$ cat src/param_guard_regs.svh
`ifndef PARAM_GUARD_REGS_SVH
`define PARAM_GUARD_REGS_SVH
// ----------------------------------------
// Register offsets (word index on the plain port)
// ----------------------------------------
`define OFS_DIR_LOCK 4'h0
`define OFS_DISP_LEVEL 4'h1
`define OFS_LOCK_LEVEL 4'h2
`define OFS_PASSWORD 4'h3
`define OFS_WRITE_PROT 4'h4
`define OFS_SRC_SEL 4'h5
`define OFS_STATUS 4'h6
`define OFS_ACCESS 4'h7
`define OFS_CLEAR 4'h8
// ----------------------------------------
// Values and resets
// ----------------------------------------
`define DIR_BOTH 14'h0000
`define DIR_NO_REV 14'h0001
`define DIR_NO_FWD 14'h0002
`define DISP_SIMPLE 14'h270F
`define DISP_EXTENDED 14'h0000
`define NO_LOCK 14'h270F
`define PW_MIN 14'h03E8
`define PW_MAX 14'h270E
`define PW_IGNORE0 14'h0000
`define LVL_CNT_BASE 14'h0064
`define LOCK_ERR_LIMIT 3'h5
`define SRC_SEL_PANEL_ONLY 14'h0002
`define SRC_SEL_RESET 14'h270F
`define WP_RESET 14'h0000
`define WP_NONE 14'h0001
`define PARAM_CONTRAST 10'h3DF
`define PARAM_JOG_SPEED 10'h00F
`define PARAM_JOG_RAMP 10'h010
`define PARAM_WRITE_PROT 10'h04D
`define PARAM_DISP_LEVEL 10'h0A0
`define PARAM_LOCK_LEVEL 10'h128
`define PARAM_PASSWORD 10'h129
// Status bit positions
`define ST_LOCKED 0
`define ST_REGISTERED 1
`define ST_LOCKOUT 2
`endif

$ cat src/param_guard_pkg.sv
package param_guard_pkg;
  typedef struct packed {
    logic fwd;
    logic rev;
  } dir_cmd_t;

  typedef struct packed {
    logic valid;
    logic write;
    logic network;
    logic simple;
    logic [9:0] param;
  } access_req_t;

  typedef struct packed {
    logic done;
    logic granted;
    logic lock_error;
  } access_ans_t;
endpackage : param_guard_pkg

$ cat src/parameter_access_guard.sv
// Local design decisions: the strobed register port and the address map.
`timescale 1ns/1ps
`include "param_guard_regs.svh"
// Notes on behaviour
// RULE1: Direction lock codes: 0 both, 1 no reverse, 2 no forward; reset 0.
// RULE2: Direction lock filters panel keys, start inputs and network commands alike.
// RULE3: Direction lock writable only while display selector is 0.
// RULE4: Display selector resets to 9999 simple set; 0 shows extended too.
// RULE5: Display selector writable while running, any mode, any write-protect.
// RULE6: Serial reads with source selection not 2 ignore the display selector.
// RULE7: Jog speed, jog ramp, contrast count as simple when unit fitted.
// RULE8: Lock level accepts 1-6, 101-106, 9999 no lock; reset 9999.
// RULE9: Password 1000-9998 registers and enforces lock level until unlocked.
// RULE10: Locked access gated per path by level table.
// RULE11: Lock-allowed access still refused by display selector or write-protect.
// RULE12: Local limits hit selected local source; network limits hit network mode.
// RULE13: Levels 1-6 report zero; 101-106 count errors 0-5, lock out at fifth.
// RULE14: After five errors correct password fails; only full clear unlocks.
// RULE15: Password registration refused while lock level is 9999.
// RULE16: Registered password reads return only error count.
// RULE17: Password writable via display 0 with no lock, always once lock set.
// RULE18: Writes of 0 or 9999 to password accepted but ignored.
// RULE19: Correct password unlocks; wrong one errors and counts at counting levels.
// RULE20: Internal parameter updates bypass the password lock.
// RULE21: Contrast stays accessible from fitted parameter unit while locked.
// RULE22: Lock refusal raises a dedicated lock-error indication.
// RULE23: Full clear restores no-lock level, password and zero error count.
module parameter_access_guard (
  input wire logic core_clk,
  input wire logic nrst,
  input wire logic [3:0] reg_addr,
  input wire logic [15:0] reg_wdata,
  input wire logic reg_wr,
  input wire logic reg_rd,
  output logic [15:0] reg_rdata,
  input wire param_guard_pkg::dir_cmd_t panel_dir,
  input wire param_guard_pkg::dir_cmd_t unit_dir,
  input wire logic forward_start_input,
  input wire logic reverse_start_input,
  input wire param_guard_pkg::dir_cmd_t net_dir,
  output param_guard_pkg::dir_cmd_t run_dir,
  input wire logic running,
  input wire logic network_mode,
  input wire logic unit_fitted,
  input wire logic local_is_unit,
  input wire logic local_operator_path_unit,
  input wire param_guard_pkg::access_req_t access_req,
  input wire logic internal_write,
  output param_guard_pkg::access_ans_t access_ans,
  output logic lock_error_display
);
  // ----------------------------------------
  // Settings
  // ----------------------------------------
  logic [13:0] direction_lock_setting;
  logic [13:0] display_level_selector;
  logic [13:0] lock_level_setting;
  logic [13:0] password_value;
  logic [13:0] write_protect_selection;
  logic [13:0] local_command_source_selection;
  logic registered;
  logic locked;
  logic [2:0] err_count;
  logic [13:0] wdat;
  logic extended;
  logic lock_set;
  logic counting;
  logic lockout;
  logic [13:0] lvl;
  logic full_clear;
  logic pw_wr;
  logic pw_write_ok;

  assign wdat = reg_wdata[13:0];
  assign extended = display_level_selector == `DISP_EXTENDED;
  assign lock_set = lock_level_setting != `NO_LOCK;
  // The no-lock value also lies above the counting base, so it must be excluded
  assign counting = lock_set && lock_level_setting > `LVL_CNT_BASE;
  assign lvl = counting ? lock_level_setting - `LVL_CNT_BASE : lock_level_setting;
  assign lockout = counting && (err_count == `LOCK_ERR_LIMIT); // RULE14
  // Clear is refused while the motor runs
  assign full_clear = reg_wr && reg_addr == `OFS_CLEAR && reg_wdata[0] && !running;
  assign pw_wr = reg_wr && reg_addr == `OFS_PASSWORD;
  assign pw_write_ok = pw_wr && (lock_set || extended); // RULE17

  always_ff @(posedge core_clk or negedge nrst) begin
    if (!nrst) begin
      direction_lock_setting <= `DIR_BOTH; // RULE1
    end else if (full_clear) begin
      direction_lock_setting <= `DIR_BOTH;
    end else if (reg_wr && reg_addr == `OFS_DIR_LOCK && extended && !locked &&
                 wdat <= `DIR_NO_FWD) begin
      direction_lock_setting <= wdat; // RULE3
    end
  end

  always_ff @(posedge core_clk or negedge nrst) begin
    if (!nrst) begin
      display_level_selector <= `DISP_SIMPLE; // RULE4
    end else if (full_clear) begin
      display_level_selector <= `DISP_SIMPLE;
    end else if (reg_wr && reg_addr == `OFS_DISP_LEVEL && !locked &&
                 (wdat == `DISP_SIMPLE || wdat == `DISP_EXTENDED)) begin
      display_level_selector <= wdat; // RULE5
    end
  end

  always_ff @(posedge core_clk or negedge nrst) begin
    if (!nrst) begin
      write_protect_selection <= `WP_RESET;
      local_command_source_selection <= `SRC_SEL_RESET;
    end else if (full_clear) begin
      write_protect_selection <= `WP_RESET;
      local_command_source_selection <= `SRC_SEL_RESET;
    end else if (reg_wr && !locked) begin
      if (reg_addr == `OFS_WRITE_PROT && extended) begin
        write_protect_selection <= wdat;
      end
      if (reg_addr == `OFS_SRC_SEL && extended) begin
        local_command_source_selection <= wdat;
      end
    end
  end

  // ----------------------------------------
  // Lock level, password and error counter
  // ----------------------------------------
  always_ff @(posedge core_clk or negedge nrst) begin
    if (!nrst) begin
      lock_level_setting <= `NO_LOCK; // RULE8
    end else if (full_clear) begin
      lock_level_setting <= `NO_LOCK; // RULE23
    end else if (reg_wr && reg_addr == `OFS_LOCK_LEVEL && extended && !registered &&
                 (wdat == `NO_LOCK || (wdat >= 14'h0001 && wdat <= 14'h0006) ||
                  (wdat >= 14'h0065 && wdat <= 14'h006A))) begin
      lock_level_setting <= wdat; // RULE8
    end
  end

  always_ff @(posedge core_clk or negedge nrst) begin
    if (!nrst) begin
      password_value <= `NO_LOCK;
      registered <= 1'b0;
      locked <= 1'b0;
    end else if (full_clear) begin
      password_value <= `NO_LOCK; // RULE23
      registered <= 1'b0;
      locked <= 1'b0;
    end else if (pw_write_ok && wdat >= `PW_MIN && wdat <= `PW_MAX) begin // RULE18
      if (!registered && lock_set) begin // RULE15
        password_value <= wdat; // RULE9
        registered <= 1'b1;
        locked <= 1'b1;
      end else if (registered && locked && !lockout && wdat == password_value) begin
        locked <= 1'b0; // RULE19
        registered <= 1'b0;
        password_value <= `NO_LOCK;
      end
    end
  end

  always_ff @(posedge core_clk or negedge nrst) begin
    if (!nrst) begin
      err_count <= 3'h0;
    end else if (full_clear) begin
      err_count <= 3'h0; // RULE23
    // Errors survive an unlock; only a full clear starts the count again
    end else if (pw_write_ok && locked && counting && !lockout &&
                 wdat >= `PW_MIN && wdat <= `PW_MAX && wdat != password_value) begin
      err_count <= err_count + 3'h1; // RULE13
    end
  end

  // ----------------------------------------
  // Register read port
  // ----------------------------------------
  always_ff @(posedge core_clk or negedge nrst) begin
    if (!nrst) begin
      reg_rdata <= 16'h0000;
    end else if (reg_rd) begin
      unique case (reg_addr)
        `OFS_DIR_LOCK: reg_rdata <= {2'h0, direction_lock_setting};
        `OFS_DISP_LEVEL: reg_rdata <= {2'h0, display_level_selector};
        `OFS_LOCK_LEVEL: reg_rdata <= {2'h0, lock_level_setting};
        `OFS_PASSWORD: reg_rdata <= registered ?
                                    {13'h0000, counting ? err_count : 3'h0} : // RULE16
                                    {2'h0, password_value};
        `OFS_WRITE_PROT: reg_rdata <= {2'h0, write_protect_selection};
        `OFS_SRC_SEL: reg_rdata <= {2'h0, local_command_source_selection};
        `OFS_STATUS: reg_rdata <= {13'h0000, lockout, registered, locked};
        default: reg_rdata <= 16'h0000;
      endcase
    end else begin
      reg_rdata <= 16'h0000;
    end
  end

  // ----------------------------------------
  // Direction filter
  // ----------------------------------------
  logic any_fwd;
  logic any_rev;
  assign any_fwd = panel_dir.fwd | unit_dir.fwd | forward_start_input | net_dir.fwd; // RULE2
  assign any_rev = panel_dir.rev | unit_dir.rev | reverse_start_input | net_dir.rev; // RULE2

  always_ff @(posedge core_clk or negedge nrst) begin
    if (!nrst) begin
      run_dir <= '0;
    end else begin
      run_dir.fwd <= any_fwd && direction_lock_setting != `DIR_NO_FWD; // RULE1
      run_dir.rev <= any_rev && direction_lock_setting != `DIR_NO_REV; // RULE1
    end
  end

  // ----------------------------------------
  // Access gate
  // ----------------------------------------
  logic lvl_blocks;
  logic disp_hides;
  logic wp_blocks;
  logic simple_param;
  logic selected_local;
  logic is_contrast;

  always_comb begin
    lvl_blocks = 1'b0;
    if (locked) begin // RULE10
      unique case (lvl)
        14'h0001: lvl_blocks = access_req.write;
        14'h0002: lvl_blocks = access_req.write && !access_req.network;
        14'h0003: lvl_blocks = access_req.write && access_req.network;
        14'h0004: lvl_blocks = 1'b1;
        14'h0005: lvl_blocks = !access_req.network;
        14'h0006: lvl_blocks = access_req.network;
        default: lvl_blocks = 1'b0;
      endcase
    end
  end

  // Only the selected local source and network-mode serial access are restricted
  assign selected_local = !access_req.network && (local_operator_path_unit == local_is_unit);
  assign is_contrast = access_req.param == `PARAM_CONTRAST;
  assign simple_param = access_req.simple || (unit_fitted && (is_contrast || // RULE7
                        access_req.param == `PARAM_JOG_SPEED ||
                        access_req.param == `PARAM_JOG_RAMP));
  assign disp_hides = !extended && !simple_param &&
                      !(access_req.network && !access_req.write &&
                        local_command_source_selection != `SRC_SEL_PANEL_ONLY); // RULE6
  assign wp_blocks = access_req.write && access_req.param != `PARAM_DISP_LEVEL && // RULE5
                     access_req.param != `PARAM_WRITE_PROT &&
                     access_req.param != `PARAM_LOCK_LEVEL &&
                     access_req.param != `PARAM_PASSWORD &&
                     (write_protect_selection == `WP_NONE ||
                      (write_protect_selection == `WP_RESET && running)); // RULE11

  logic path_lock;
  assign path_lock = lvl_blocks && (selected_local || (access_req.network && network_mode)) &&
                     !(is_contrast && unit_fitted && !access_req.network); // RULE12 RULE21

  always_ff @(posedge core_clk or negedge nrst) begin
    if (!nrst) begin
      access_ans <= '0;
      lock_error_display <= 1'b0;
    end else begin
      access_ans.done <= access_req.valid;
      access_ans.granted <= access_req.valid &&
                            (internal_write || (!path_lock && !disp_hides && !wp_blocks)); // RULE20 RULE11
      access_ans.lock_error <= access_req.valid && !internal_write && path_lock; // RULE22
      lock_error_display <= access_req.valid ? (!internal_write && path_lock) :
                            lock_error_display; // RULE22
    end
  end

  // ----------------------------------------
  // Checks
  // ----------------------------------------
  AST_DIR_NO_REV: assert property (@(posedge core_clk) disable iff (!nrst) // RULE1
    direction_lock_setting == `DIR_NO_REV |=> !run_dir.rev)
    else $error("reverse passed while blocked");
  AST_DIR_NO_FWD: assert property (@(posedge core_clk) disable iff (!nrst) // RULE2
    (direction_lock_setting == `DIR_NO_FWD) |=> !run_dir.fwd)
    else $error("forward passed while blocked");
  AST_ERR_MAX: assert property (@(posedge core_clk) disable iff (!nrst) // RULE13
    err_count <= `LOCK_ERR_LIMIT)
    else $error("error count above five");
  AST_LOCKOUT_HOLD: assert property (@(posedge core_clk) disable iff (!nrst) // RULE14
    lockout && !full_clear |=> locked)
    else $error("lockout released without clear");
  AST_NO_REG_NOLOCK: assert property (@(posedge core_clk) disable iff (!nrst) // RULE15
    !lock_set && !registered |=> !registered)
    else $error("password registered without lock level");
  AST_CLEAR: assert property (@(posedge core_clk) disable iff (!nrst) // RULE23
    full_clear |=> lock_level_setting == `NO_LOCK && err_count == 3'h0 && !locked)
    else $error("clear did not restore lock state");
  AST_LOCK_ERR: assert property (@(posedge core_clk) disable iff (!nrst) // RULE22
    access_req.valid && path_lock && !internal_write |=> access_ans.lock_error && !access_ans.granted)
    else $error("lock refusal not flagged");
  AST_INTERNAL: assert property (@(posedge core_clk) disable iff (!nrst) // RULE20
    access_req.valid && internal_write |=> access_ans.granted)
    else $error("internal write refused");
  AST_PW_READ: assert property (@(posedge core_clk) disable iff (!nrst) // RULE16
    reg_rd && reg_addr == `OFS_PASSWORD && registered |=> reg_rdata <= 16'h0005)
    else $error("password value leaked");
  AST_DISP_HIDES: assert property (@(posedge core_clk) disable iff (!nrst) // RULE4
    access_req.valid && !internal_write && disp_hides |=> !access_ans.granted)
    else $error("hidden parameter granted");
  AST_SERIAL_READ: assert property (@(posedge core_clk) disable iff (!nrst) // RULE6
    access_req.valid && access_req.network && !access_req.write && !path_lock &&
    local_command_source_selection != `SRC_SEL_PANEL_ONLY |=> access_ans.granted)
    else $error("serial read refused");
  AST_WP_BLOCKS: assert property (@(posedge core_clk) disable iff (!nrst) // RULE11
    access_req.valid && !internal_write && wp_blocks |=> !access_ans.granted)
    else $error("write-protected parameter granted");
  AST_DISP_FREE: assert property (@(posedge core_clk) disable iff (!nrst) // RULE5
    access_req.valid && access_req.param == `PARAM_DISP_LEVEL && !path_lock && !disp_hides
    |=> access_ans.granted)
    else $error("display selector write refused");
  AST_CONTRAST: assert property (@(posedge core_clk) disable iff (!nrst) // RULE21
    access_req.valid && unit_fitted && !access_req.network && is_contrast
    |=> !access_ans.lock_error)
    else $error("contrast access lock-refused");
  AST_NET_FREE: assert property (@(posedge core_clk) disable iff (!nrst) // RULE12
    access_req.valid && access_req.network && !network_mode |=> !access_ans.lock_error)
    else $error("serial access lock-refused outside network mode");
  AST_LEVEL_LEGAL: assert property (@(posedge core_clk) disable iff (!nrst) // RULE8
    lock_level_setting == `NO_LOCK || (lock_level_setting >= 14'h0001 &&
    lock_level_setting <= 14'h0006) || (lock_level_setting >= 14'h0065 &&
    lock_level_setting <= 14'h006A))
    else $error("lock level outside legal set");
  AST_PW_RANGE: assert property (@(posedge core_clk) disable iff (!nrst) // RULE9
    registered |-> password_value >= `PW_MIN && password_value <= `PW_MAX)
    else $error("stored password out of range");
  AST_PLAIN_ZERO: assert property (@(posedge core_clk) disable iff (!nrst) // RULE13
    reg_rd && reg_addr == `OFS_PASSWORD && registered && !counting |=> reg_rdata == 16'h0000)
    else $error("plain level reported errors");
  AST_DIR_FROZEN: assert property (@(posedge core_clk) disable iff (!nrst) // RULE3
    !extended && !full_clear |=> $stable(direction_lock_setting))
    else $error("direction lock changed while hidden");
  // ----------------------------------------
  // Cover points
  // ----------------------------------------
  COV_LOCK: cover property (@(posedge core_clk) disable iff (!nrst) !locked ##1 locked);
  COV_UNLOCK: cover property (@(posedge core_clk) disable iff (!nrst) locked ##1 !locked);
  COV_LOCKOUT: cover property (@(posedge core_clk) disable iff (!nrst) lockout);
  COV_REFUSE: cover property (@(posedge core_clk) disable iff (!nrst) access_ans.lock_error);
  COV_CLEAR: cover property (@(posedge core_clk) disable iff (!nrst) full_clear && registered);
endmodule : parameter_access_guard

$ cat config.mk
export PLATFORM = sky130hd
export DESIGN_NAME = parameter_access_guard
export DESIGN_NICKNAME = d
export VERILOG_FILES = /design/src/param_guard_pkg.sv /design/src/parameter_access_guard.sv
export VERILOG_INCLUDE_DIRS = /design/src
export SDC_FILE = /design/constraint.sdc
export NUM_CORES = 1
export LEC_CHECK = 0
export BUFFER_PORTS_ARGS = -buffer_cell sky130_fd_sc_hd__buf_2
export CAP_MARGIN = 10
export CORE_MARGIN = 4
export CORE_UTILIZATION = 37
export DETAILED_ROUTE_END_ITERATION = 6
export PLACE_DENSITY = 0.67
export SLEW_MARGIN = 10
export SYNTH_ARGS = -nofsm -noshare
export SYNTH_HDL_FRONTEND = slang
export SYNTH_SLANG_ARGS = --single-unit
$ cat constraint.sdc
create_clock -name core_clk -period 2.6 [get_ports core_clk]
set_input_delay 0.26 -clock core_clk [delete_from_list [all_inputs] [get_ports core_clk]]
set_output_delay 0.26 -clock core_clk [all_outputs]
set_load 0.01 [all_outputs]
==> impl_metrics.toml <==
[outcome]
status = "complete, but fails checks"
violations = "DRC"

[pwr]
p_seq_share_pct = 51.3
swShare_pct = 30.7
internal_power_mw = 2.93
combPwrFrac_pct = 17.2
p_clk_share_pct = 31.4
p_sw_mw = 1.29
powerDensity_nw_per_um2 = 603
leakagePower_nw = 3.07
p_total_mw = 4.22
vdd_drop_max_mv = 0.620

[global_routing]
grt_max_degree = 109
grt.met2_usage_pct = 31.6
grt_pass1_vias = 5237
grt_usage_pct = 20.2
grtUsageMet1_pct = 27.4
grt_pass1_wl_um = 28700
grt_antenna_before_repair = 0
overflow = 0
grtUsageMet3_pct = 4.98
busiest_layer = "met2"

[sta]
setup_viol = 0
setup_slack_ps = 94.4
final_min_period_over_clock_period_pct = 96.4
finClkSkew_ps = 8.09
slew_violations = 0
rsz0062_at_grt = "no"
final_hold_viol_count = 0
max_slew_margin_pct = 51.8
fmax_ghz = 0.399
min_period_ps = 2510
tightestPinTransition_ps = 721
whs_ps = 63.1

[yosys]
synth_top_cell_by_area = "dfrtp_1"
synth_cell_type_count = 78
async_flop_share_pct = 100
synth_edf_count = 0
synth_most_common_cell = "dfrtp_1"
ys.flop_type = "dfrtp_1"
synth_top_area_share_pct = 31.5
netlist_top_cells_count = "dfrtp_1, mux2i_1, nand2_1"
synth-seq-cells = 108
yosys_warnings = 0
netlist_area_um2 = 6030
yosys-top-cells-area = "dfrtp_1, dfstp_2, mux2i_1"
synth_cells = 608
syn_avg_cell_area_um2 = 9.92
seq_area_frac_synth_pct = 45.5

[setup_path]
r2r_cells = 7
crit_fanout = 10
path_class = "flip-flop to flip-flop"
required_ps = 2900
worstPathArrival_ps = 2800
path_cells = "ha_1 > or4b_4 > a31oi_4 > a21oi_4 > or4_4 > a22oi_4 > and4_1"
cp-start-kind = "flip-flop"
path_buf_inv = 0
slowest_delay_ps = 570
cp-end-kind = "flip-flop"
r2r_setup_slack_ps = 90
r2r_start = "lock_level_setting[2]$_DFFE_PN1P_"
timing.rr.end = "access_ans[0]$_DFF_PN0_"
path_delay_family = "simple AND/OR/NAND/NOR gates"
crit_slowest_cell = "dfstp_2"
path_depth = 7

[drt]
wl_per_cell_um = 20.2
drc = 2
postRouteAntennaNets = 0
drt-vias-per-instance = 5.78
firstDrtPassIters = 7
drtIter0Drc = 523
routed-via-count = 5159
drt-total-wl_um = 18000

[clock_tree]
cts_inserted_buffers = 9
cts_num_sinks = 108
clk_path_buf_depth = 2
path_clk_slew_ps = 70
cts_htree_levels = 3
cts_tree = "done"
insertion_delay_ps = 360
cts-root-buf = "clkbuf_16"

[placed_design]
gp_congestion = 0.924
dpl_cell_area_um2 = 6670
io_buffer_count = 69
dp_hpwl_um = 13400
place_ws_ps = -48.9

[floorplanning]
core_um2 = 15900
die_h_um = 136
io_pins = 74
die_area_um2 = 18400
die_w_um = 136
std_cell_rows = 46
initial_core_util_pct = 37.8

[run]
cap_violations = 0

[min_path]
hp-class = "primary input to flip-flop"
whs_path_depth = 1
hp-start = "access_req[13]"
min_to = "access_ans[2]$_DFF_PN0_"

[finish]
final_layout_size_suffix_gt1_share_pct = 25.6
final_area_um2 = 7000
diodes = 0
syn_to_final_growth_pct = 16.2
fill_cells = 1551
utilization_pct = 43.9
nets = 729
layout by cell type (no fill, tap or decap), drive strengths merged, types with 9 or more instances in the layout:
master   n
a21oi   28
a31oi    9
inv     24
and2    25
dfstp   32
dfrtp   76
clkbuf   9
a222oi  10
o21ai   21
nor2    45
nand4   10
nand2   46
nand2b   9
nor3     9
xor2    14
nand3   17
mux2i   46
buf     97
nor4    27
layer usage:
layer	wire, um	share of wire, %
met5	0	0
met4	471	2.6
met3	1460	8.1
met2	8160	45
met1	7900	44
stage by stage:
step           cells  TNS, ps
5_1_grt          893        0
3_5_place_dp     875     -158
2_1_floorplan    609        0
3_3_place_gp     875        0
4_1_cts          892        0
6_report         893        0
layout make-up:
type	count	area, um2	share of cell area, %
clock buffers	9	225	3.22
inverters	22	82.6	1.18
well taps	216	270	3.86
multi-input cells	433	3030	43.2
repair buffers	98	593	8.47
flip-flops and latches	108	2740	39.2
clock inverters	7	61.3	0.875
kinds of logic (layout without fill, tap and decap cells):
group,count (synthesis),in the layout,share of synthesized area [%]
AOI/OAI and AO/OA,124,124,15.7
xor gates and xnor gates,16,16,2.32
adders and majority gates,6,6,1.20
DFF,108,108,45.5
muxes,48,48,8.07
other,1,2,0.0622
and+or+nand+nor,237,237,22.3
buffers and inverters,68,136,4.81
registers in the layout, indices dropped and copies added (netlist names):
signal                          cells
display_level_selector             14
err_count                           3
locked                              1
reg_rdata                          14
lock_error_display                  1
access_ans                          3
password_value                     14
lock_level_setting                 14
write_protect_selection            14
run_dir                             2
direction_lock_setting             14
local_command_source_selection     14
timing repair:
item,CTS,global route
pin swaps,0,1
gates resized for setup,1,5
hold buffers,1,0
buffers inserted,0,1
setup endpoints to repair,13,20
endpoints found under the hold margin,15,0
power by group through the flow:
stage               registers, mW  clock network (mW)  logic, mW
finish                       2.17                1.33      0.728
CTS                          2.16                1.36      0.723
floorplan                    2.10                   0      0.487
global route                 2.19                1.43      0.807
detailed placement           2.19                   0      0.716
global placement             2.18                   0      0.690
worst max path at each step:
stage	startpoint	to	slack, ps
floorplan	lock_level_setting[2]$_DFFE_PN1P_	access_ans[0]$_DFF_PN0_	190
global placement	lock_level_setting[1]$_DFFE_PN1P_	password_value[9]$_DFFE_PN1P_	60
detailed placement	lock_level_setting[3]$_DFFE_PN1P_	password_value[9]$_DFFE_PN1P_	-50
CTS	lock_level_setting[3]$_DFFE_PN1P_	password_value[4]$_DFFE_PN0P_	50
global route	lock_level_setting[2]$_DFFE_PN1P_	access_ans[0]$_DFF_PN0_	4
finish	lock_level_setting[2]$_DFFE_PN1P_	access_ans[0]$_DFF_PN0_	90
(Power assumes the default switching activity.)
